File: config.mk
export PLATFORM = sky130hd
export DESIGN_NAME = lss_supervisor
export DESIGN_NICKNAME = d
export VERILOG_FILES = /design/src/pkg/lss_pkg.sv /design/src/lss_filter.sv /design/src/lss_supervisor.sv
export VERILOG_INCLUDE_DIRS = /design/src /design/src/pkg
export SDC_FILE = /design/constraint.sdc
export NUM_CORES = 1
export LEC_CHECK = 0
export BUFFER_PORTS_ARGS = -buffer_cell sky130_fd_sc_hd__buf_2
export CORE_ASPECT_RATIO = 0.8
export CORE_MARGIN = 3
export CORE_UTILIZATION = 45
export DETAILED_ROUTE_END_ITERATION = 12
export SLEW_MARGIN = 20
export SYNTH_ARGS = -nofsm -noshare
export SYNTH_HDL_FRONTEND = slang
export SYNTH_SLANG_ARGS = --single-unit
File: constraint.sdc
create_clock -name sys_clk_i -period 2.4 [get_ports sys_clk_i]
set_clock_uncertainty 0.2 [all_clocks]
set_input_delay 0.24 -clock sys_clk_i [delete_from_list [all_inputs] [get_ports sys_clk_i]]
set_output_delay 0.24 -clock sys_clk_i [all_outputs]
set_load 0.02 [all_outputs]
File: src/pkg/lss_params.svh
// Constants of the logic supply supervisor
`ifndef LSS_PARAMS_SVH
`define LSS_PARAMS_SVH
`define LSS_CLK_MHZ 200
`define LSS_POR_DELAY_US 500
`define LSS_POR_CYCLES ((`LSS_POR_DELAY_US * `LSS_CLK_MHZ))
`define LSS_FIL_MIN_US 60
`define LSS_FIL_MAX_US 135
`define LSS_FIL_NOM_US 100
`define LSS_FIL_CYCLES ((`LSS_FIL_NOM_US * `LSS_CLK_MHZ))
`define LSS_CNT_W 17
`define LSS_STAT_OV_BIT 0
`define LSS_STAT_UV_BIT 1
`define LSS_STAT_OK_BIT 2
`define LSS_CFG_LATCH_BIT 3
`define LSS_STAT_RESET 8'h07
`define LSS_TEST_SEL_BIT 6
`define LSS_TEST_NORM_BIT 7
`endif

File: src/pkg/lss_pkg.sv
// Types of the logic supply supervisor
package lss_pkg;
  typedef enum logic [1:0] {
    LSS_OFF = 2'b00,
    LSS_POR = 2'b01,
    LSS_RUN = 2'b10
  } lss_state_t;
  typedef enum logic [1:0] {
    LSS_TM_NORMAL = 2'b00,
    LSS_TM_HIGH = 2'b01,
    LSS_TM_LOW = 2'b10
  } lss_test_t;
endpackage

File: src/lss_filter.sv
// Glitch filter: output follows input after a stable run
`timescale 1ns/1ps
`include "lss_params.svh"
module lss_filter
  import lss_pkg::*;
(
  input wire logic sys_clk_i,
  input wire logic nrst_i,
  input wire logic clr_i,
  input wire logic raw_i,
  output logic filt_o
);
  typedef struct packed {
    logic [`LSS_CNT_W-1:0] cnt;
    logic filt;
  } lss_filt_t;
  lss_filt_t s_reg;
  lss_filt_t s_next;
  localparam logic [`LSS_CNT_W-1:0] FIL_LAST =
    `LSS_CNT_W'(`LSS_FIL_CYCLES - 1);
  // Count while input disagrees with output; a glitch restarts the count
  always_comb begin
    s_next = s_reg;
    if (clr_i) begin
      s_next.cnt = '0;
      s_next.filt = 1'b0;
    end else if (raw_i == s_reg.filt) begin
      s_next.cnt = '0;
    end else if (s_reg.cnt == FIL_LAST) begin
      s_next.cnt = '0;
      s_next.filt = raw_i;
    end else begin
      s_next.cnt = s_reg.cnt + `LSS_CNT_W'(1);
    end
  end
  // State register
  always_ff @(posedge sys_clk_i) begin
    if (!nrst_i) begin
      s_reg <= '0;
    end else begin
      s_reg <= s_next;
    end
  end
  assign filt_o = s_reg.filt;
endmodule

File: src/lss_supervisor.sv
// Logic supply supervisor top
// Function
// - Grounded io supply pin selects flag mode
// - Above functional reset: stages off, registers cleared
// - Start only after power-on-reset delay
// - Supply out of window: stages off, line low
// - Out-of-range detection passes a glitch filter
// - Monitor state kept in status register
// - External low on line turns stages off
// - Supply fault keeps stages off despite line
// - Fault refuses switch-on, always honours switch-off
// - Below POR level: stages off immediately
// - Monitor control and OV/UV detail: SPI only
// - Flag mode: normal thresholds, no test, no latch
// - Undervoltage: off after filter, line low
// - UV recovery: release line after filter
// - Fault freezes diagnostics, config writes allowed
// - POR rise: delayed reset, registers to default
// - Overvoltage: off after filter, line low
// - Latch enabled: overvoltage shutdown stays latched
// - Latch clear: recover after filter expires
// - Test high: OV threshold lowered, bits 2,0 low
// - Test low: UV threshold raised, bits 2,1 low
// - POR delay within maximum
// - Filter time within its limits
`timescale 1ns/1ps
`include "lss_params.svh"
module lss_supervisor
  import lss_pkg::*;
#(
  parameter int POR_CYCLES = `LSS_POR_CYCLES
)
(
  input wire logic sys_clk_i,
  input wire logic nrst_i,
  input wire logic vdd_func_i,
  input wire logic vdd_por_i,
  input wire logic vdd_above_thh_i,
  input wire logic vdd_below_thl_i,
  input wire logic vdd_above_test_h_i,
  input wire logic vdd_below_test_l_i,
  input wire logic io_supply_mode_pin_i,
  input wire logic fault_shutdown_line_i,
  input wire logic spi_wr_i,
  input wire logic [7:0] spi_wdata_i,
  input wire logic out_on_req_i,
  input wire logic out_off_req_i,
  input wire logic diag_event_i,
  output logic [7:0] supply_status_control_reg_o,
  output logic spi_active_o,
  output logic fault_shutdown_line_o,
  output logic fault_shutdown_line_oe_o,
  output logic stages_enable_o,
  output logic diag_log_enable_o,
  output logic regs_clear_o,
  output logic [1:0] test_mode_o
);
  // State of the supervisor outside the two glitch filters
  typedef struct packed {
    lss_state_t st;
    logic [18:0] por_cnt;
    logic latch_en;
    logic ov_latched;
    lss_test_t tm;
    logic out_on;
    logic diag_seen;
  } lss_sup_t;
  lss_sup_t s_reg;
  lss_sup_t s_next;
  logic ov_raw; // Overvoltage against the active threshold
  logic uv_raw; // Undervoltage against the active threshold
  logic ov_filt; // Filtered overvoltage
  logic uv_filt; // Filtered undervoltage
  logic flag_mode; // Flag mode selected by the io supply pin
  logic supply_fault; // Filtered or latched supply fault
  logic in_run; // Normal operation
  logic mon_clr; // Filters held clear outside operation
  localparam logic [18:0] POR_LAST = 19'(POR_CYCLES - 1);

  // Grounded io supply pin forces flag mode and silences the SPI
  assign flag_mode = !io_supply_mode_pin_i;
  assign spi_active_o = !flag_mode;

  // Threshold selection; test thresholds only reachable in SPI mode
  always_comb begin
    ov_raw = vdd_above_thh_i;
    uv_raw = vdd_below_thl_i;
    if (!flag_mode && s_reg.tm == LSS_TM_HIGH) begin
      ov_raw = vdd_above_test_h_i;
    end else if (!flag_mode && s_reg.tm == LSS_TM_LOW) begin
      uv_raw = vdd_below_test_l_i;
    end
  end

  assign in_run = (s_reg.st == LSS_RUN);
  assign mon_clr = !in_run;

  // Filters suppress short supply excursions in both directions
  lss_filter u_ov_filter (
    .sys_clk_i(sys_clk_i),
    .nrst_i(nrst_i),
    .clr_i(mon_clr),
    .raw_i(ov_raw),
    .filt_o(ov_filt)
  );
  lss_filter u_uv_filter (
    .sys_clk_i(sys_clk_i),
    .nrst_i(nrst_i),
    .clr_i(mon_clr),
    .raw_i(uv_raw),
    .filt_o(uv_filt)
  );

  // Latched overvoltage keeps the fault even after the supply recovers
  assign supply_fault = ov_filt || uv_filt || s_reg.ov_latched;

  // Next state: power sequencing, configuration and output request
  always_comb begin
    s_next = s_reg;
    case (s_reg.st)
      LSS_OFF: begin
        // Functional but below POR: everything held cleared
        s_next = '0;
        s_next.st = LSS_OFF;
        if (vdd_func_i && vdd_por_i) begin
          s_next.st = LSS_POR;
        end
      end
      LSS_POR: begin
        // Delay counted before operation starts
        if (s_reg.por_cnt == POR_LAST) begin
          s_next.st = LSS_RUN;
          s_next.por_cnt = '0;
        end else begin
          s_next.por_cnt = s_reg.por_cnt + 19'(1);
        end
      end
      LSS_RUN: begin
        // Overvoltage capture when the latch is armed, not in flag mode
        if (ov_filt && s_reg.latch_en && !flag_mode) begin
          s_next.ov_latched = 1'b1;
        end
        // Configuration writes accepted even during a fault
        if (spi_wr_i && !flag_mode) begin
          s_next.latch_en = spi_wdata_i[`LSS_CFG_LATCH_BIT];
          if (spi_wdata_i[`LSS_CFG_LATCH_BIT] != s_reg.latch_en) begin
            s_next.ov_latched = 1'b0;
          end
          if (spi_wdata_i[`LSS_TEST_NORM_BIT]) begin
            s_next.tm = LSS_TM_NORMAL;
          end else if (spi_wdata_i[`LSS_TEST_SEL_BIT]) begin
            s_next.tm = LSS_TM_LOW;
          end else begin
            s_next.tm = LSS_TM_HIGH;
          end
        end
        // Flag mode: no test, no latch
        if (flag_mode) begin
          s_next.tm = LSS_TM_NORMAL;
          s_next.latch_en = 1'b0;
          s_next.ov_latched = 1'b0;
        end
        // Switch-off always honoured, switch-on refused during a fault
        if (out_off_req_i) begin
          s_next.out_on = 1'b0;
        end else if (out_on_req_i && !supply_fault) begin
          s_next.out_on = 1'b1;
        end
        // Shutdown line resets the output drive; host must rewrite
        if (supply_fault || !fault_shutdown_line_i) begin
          s_next.out_on = 1'b0;
        end
        // Diagnostics frozen during a supply fault
        if (diag_event_i && !supply_fault) begin
          s_next.diag_seen = 1'b1;
        end
      end
      default: begin
        s_next = '0;
      end
    endcase
    // Falling below POR: immediate, unfiltered shutdown and reset
    if (!vdd_por_i || !vdd_func_i) begin
      s_next = '0;
    end
  end

  // State register
  always_ff @(posedge sys_clk_i) begin
    if (!nrst_i) begin
      s_reg <= '0;
    end else begin
      s_reg <= s_next;
    end
  end

  // Status: bit0 no OV, bit1 no UV, bit2 supply good, bit3 latch enable
  always_comb begin
    supply_status_control_reg_o = `LSS_STAT_RESET;
    if (in_run) begin
      supply_status_control_reg_o[`LSS_STAT_OV_BIT] = !ov_filt;
      supply_status_control_reg_o[`LSS_STAT_UV_BIT] = !uv_filt;
      supply_status_control_reg_o[`LSS_STAT_OK_BIT] = !supply_fault;
      supply_status_control_reg_o[`LSS_CFG_LATCH_BIT] = s_reg.latch_en;
      // Separate OV/UV detail visible only in SPI mode
      if (flag_mode) begin
        supply_status_control_reg_o[`LSS_STAT_OV_BIT] = !supply_fault;
        supply_status_control_reg_o[`LSS_STAT_UV_BIT] = !supply_fault;
      end
    end
  end

  // Line driven low whenever not running or a supply fault stands
  assign fault_shutdown_line_oe_o = !in_run || supply_fault;
  assign fault_shutdown_line_o = 1'b0;
  // Supply fault wins over a shorted-high line; external low also stops
  assign stages_enable_o = in_run && !supply_fault
    && fault_shutdown_line_i && s_reg.out_on;
  assign diag_log_enable_o = in_run && !supply_fault;
  assign regs_clear_o = !in_run;
  assign test_mode_o = s_reg.tm;
endmodule

======== After elaboration in Yosys (flattened, before gate mapping) ========
Cells that the tools add are included.
operators by class
  add/sub/neg operators ................... 3
  equality and inequality tests ........... 13
  multiplexer cells ....................... 20
  bitwise gates (word level) .............. 5
  reductions and logical operators ........ 33
operator list
  kind                   count
  $pmux 21 s3            1
  $add 17x1->17 const B  2
  $eq 17x15->1 const B   2
  $add 19x1->19 const B  1
  $eq 19x17->1 const B   1
  $mux 19                1
  $mux 4                 3
  $pmux 6 s2             1
  $reduce_and 2->1       6
  $logic_and 1x1->1      11
  $mux 1                 10
  $mux 2                 4
  $reduce_or 4->1        2
  $logic_not 1->1        7
  $logic_or 1x1->1       5
  $not 1->1              5
  $eq 2x1->1 const B     2
  $eq 2x2->1 const B     2
  $ne 4x2->1 const B     1
  $ne 3x2->1 const B     1
  $eq 1x1->1             2
  $logic_not 2->1        1
  $ne 2x2->1 const B     1
  $reduce_or 2->1        1
  $ne 1x1->1             1
word-level totals
  bits in registers ....................... 62
  input port bits ......................... 22
  word-level logic and storage cells ...... 84

======== Logic depth before layout (Yosys ltp) ========
  depth after elaboration ................. 8
  gate-level depth with buffers ........... 8
  mapped depth without buffers ............ 6

======== By module ========
From an unflattened synthesis, not the netlist that was laid out.
second synthesis, totals
  cells, all modules ...................... 393
  area, all modules ....................... 3,229.3 um^2
modules (own cells, without submodules)
  module          times used  cells an instance  area an instance (um^2)  seq. area each (um^2)
  lss_filter      2           92                 823.3                    360.3
  lss_supervisor  1           209                1,582.8                  520.5

======== Worst setup path before layout ========
Ideal clock, no wire load.
  path kind ............................... flip-flop to flip-flop
  start point ............................. register u_ov_filter.s_reg[1] in the netlist's numbering
  end point ............................... register u_ov_filter.s_reg[17] in the netlist's numbering
  data arrival time ....................... 1,565 ps
  data required time ...................... 2,085 ps
  path slack .............................. 520 ps
  cell stages (with the launch flop) ...... 9
  path buffers ............................ 2
  period minus slack after synthesis ...... 1,880 ps
  cells stage by stage .................... dfxtp_1 -> ha_1 -> and4_4 -> nand2_4 -> nor4_4 -> or3_1 -> buf_6 -> buf_6 -> nor2_1
on the way
  cells in the longest elaborated chain, start to end .. 2
ends and longest elaborated chain
  element                                                RTL line          RTL
  start: declaration                                     lss_filter.sv:17  lss_filt_t s_reg;
  start signal: assignment                               lss_filter.sv:41  s_reg <= s_next;
  branches (longest 2 deep; another with $add 17x1->17)  n/a
Parallel ways; which one is timed is not known.
A chain may end at the register's enable or synchronous reset.

======== Final worst setup path ========
  start point ............................. register s_reg[6] in the netlist's numbering
  end point ............................... register s_reg[15] in the netlist's numbering
on the way
  cells in the longest elaborated chain, start to end .. 3
ends and longest elaborated chain
  element                                        RTL line                                      RTL
  start: declaration                             lss_supervisor.sv:68                          lss_sup_t s_reg;
  start signal: assignment                       lss_supervisor.sv:193                         s_reg <= s_next;
  $add 19x1->19 or $eq 19x17->1 (tied branches)  lss_supervisor.sv:135, lss_supervisor.sv:131
  $mux 19 (*)                                    lss_supervisor.sv:131                         if (s_reg.por_cnt == POR_LAST) begin
  $pmux 21 s3 (*)                                lss_supervisor.sv:120                         case (s_reg.st)
Every way passes the cells marked *; elsewhere a longest branch is shown, timed or not.

==> flow_summary.ini <==
[die]
std_cell_rows = 26
die_w_um = 98.7
start_util = 0.473
dieArea_um2 = 7910
fp.dieH_um = 80.2
boundaryPins = 38
core_area_um2 = 6540

[final_layout]
syn2layout_area_growth_pct = 14.0
fillers = 654
fin_nets = 423
largest_reg_flops = 24
finalNonFillerCells = 487
final_common_cell = dfxtp_1
final_cell_mix = dfxtp_1 (62), nor2_1 (52), nand2_1 (37)
drive_above_1_share = 0.156
final_core_util = 0.539
diodes = 0

[worst_setup_path]
crit_path_end_kind = flip-flop
startpoint_type = flip-flop
cp_max_fo = 10
crit_type = reg -> reg
crit_arrival_ns = 2.13
cp_data_required_time_ns = 2.42

[sta]
finalCritPeriodShare = 0.879
finalHoldViolCount = 0
setup_tns_ns = 0
finalMaxSlewViolations = 0
setup_ws_ns = 0.289
setup_viol = 0
max_slew_margin = 0.626
max_freq_ghz = 0.474
worst_slew_pin_slew_ns = 0.557
rsz0062_at_grt = no
min_period_ns = 2.11

[synthesis]
synthXorXnorAreaFrac = 0.108
yosysSeqAreaShare = 0.401
synth_area_um2 = 3090
synth_mux_area_frac = 0.0307
synth_edf_count = 0
synth_top_family_by_area = simple AND/OR/NAND/NOR gates
ys_types = 52
syn_inst = 364
synth_compound_area_frac = 0.0801
yosys_warnings = 0
synthAdderAreaFrac = 0.0121
synth_ff_type = dfxtp_1
avgSynthCellArea_um2 = 8.50
synthArstFlopShare = 0
synth-seq-cells = 62
synth_simple_gate_area_frac = 0.310

[place]
gp_congestion = 0.793
pre_cts_slack_ns = 0.375
dp.cells = 469
dp_hpwl_mm = 4.48
port_buffers = 26

[power_and_ir_drop]
p_clk_frac = 0.494
swShare = 0.207
power.leakage_nw = 1.22
internal_power_mw = 1.69
combPwrFrac = 0.022
seqPwrFrac = 0.484
ir_drop_uv = 384
p_switching_mw = 0.440
power.total_mw = 2.13
power.density_nw_per_um2 = 604

[route]
ant_nets = 0
vias_per_cell = 5.32
drc = 0
wl_per_cell_um = 13.2
vias = 2591
routed_wl_mm = 6.43
firstDrtPassIters = 4
drt_iter0_markers = 125

[clocking]
root_buffer = clkbuf_8
h-tree-depth = 3
cts_setup_buffers = 0
numClockSinks = 62
cts.clk_slew.worst_paths_ns = 0.07
cts_made_buffers = 9
cts_tree = done
insertion_delay_ns = 0.33
cts_max_path_buffers = 2

[grt]
grt_max_degree = 18
grt_util_all_layers = 0.172
grt_pass1_wl_mm = 10.8
grt_pass1_vias = 2271
antenna_found_initial = 0
grt_overflow = 0

[outcome]
status = finished, final reports clean

[job]
drv_cap = 0

[worst_hold_path]
min_path_type = in -> reg
path summary, 6_finish.rpt:
check | startpoint | end | slack (ns) | depth (start not counted)
setup / recovery | s_reg[6] | s_reg[15] | 0.29 | 6
hold / removal | fault_shutdown_line_i | s_reg[1] | 0.02 | 3
setup reg to reg | s_reg[6] | s_reg[15] | 0.29 | 6
hold reg to reg | u_ov_filter.s_reg[1] | u_ov_filter.s_reg[1] | 0.27 | 1
cell usage after synthesis (9+ instances only):
cell type   n  share of area
nor3_1     15          0.024
nor2_1     52          0.063
nand2_1    37          0.045
buf_4       9          0.022
dfxtp_1    62           0.40
nand4_1    13          0.026
inv_1      12          0.015
nand3_1    20          0.032
xnor2_1    18          0.051
xor2_1     20          0.057
power groups by stage:
stage	logic (mW)	clock network (mW)	registers, mW
after floorplan	0.0307	0	1.05
after global placement	0.0430	0	1.05
after global routing	0.0512	1.14	1.03
after CTS	0.0468	1.09	1.03
final	0.0467	1.05	1.03
after detailed placement	0.0437	0	1.05
metrics by stage:
step,hold WS (ns),cell area (um2)
2_1_floorplan,0.195,3110
3_3_place_gp,0.250,3270
3_5_place_dp,0.259,3270
4_1_cts,0.00437,3520
5_1_grt,0.00425,3530
6_report,0.0194,3530
area by class of cell:
cell class | count | area (um2) | share of cell area
clock inverters | 5 | 81.3 | 0.0231
repair buffers | 36 | 210 | 0.0596
well taps | 84 | 105 | 0.0298
inverters | 12 | 45.0 | 0.0128
clock buffers | 11 | 151 | 0.0429
flip-flops and latches | 62 | 1240 | 0.352
multi-input cells | 277 | 1690 | 0.480
worst max-delay path, cell delays in order, from the launching register on:
cell	delay, ns
dfxtp_1	0.40
ha_1	0.26
and4_1	0.31
nand4_2	0.28
buf_4	0.28
a31oi_1	0.16
mux2i_1	0.10
kinds of logic after synthesis:
kind of cell             Yosys count
adder cells (fa/ha/maj)            3
AND/OR/NAND/NOR                  183
buffers and inverters             29
multiplexers                       9
AO/OA/AOI/OAI                     39
other                              1
XOR/XNOR                          38
flip-flops                        62
metal layers:
| metal | routed length, um | up-vias | GRT usage | part of all wire |
|---|---|---|---|---|
| li1 | - | 1331 | - | - |
| met1 | 3370 | 1188 | 0.234 | 0.52 |
| met4 | 39 | 0 | 0.0505 | 0.0061 |
| met5 | 0 | - | 0 | 0 |
| met2 | 2640 | 68 | 0.250 | 0.41 |
| met3 | 384 | 4 | 0.0668 | 0.060 |
repair_timing:
action                                  4_1_cts  5_1_grt
endpoints found under the setup margin        0        1
endpoints found under the hold margin         2        0
hold buffers                                  2        0
resized for setup                             0        1
Power figures use the tool's default switching activity.
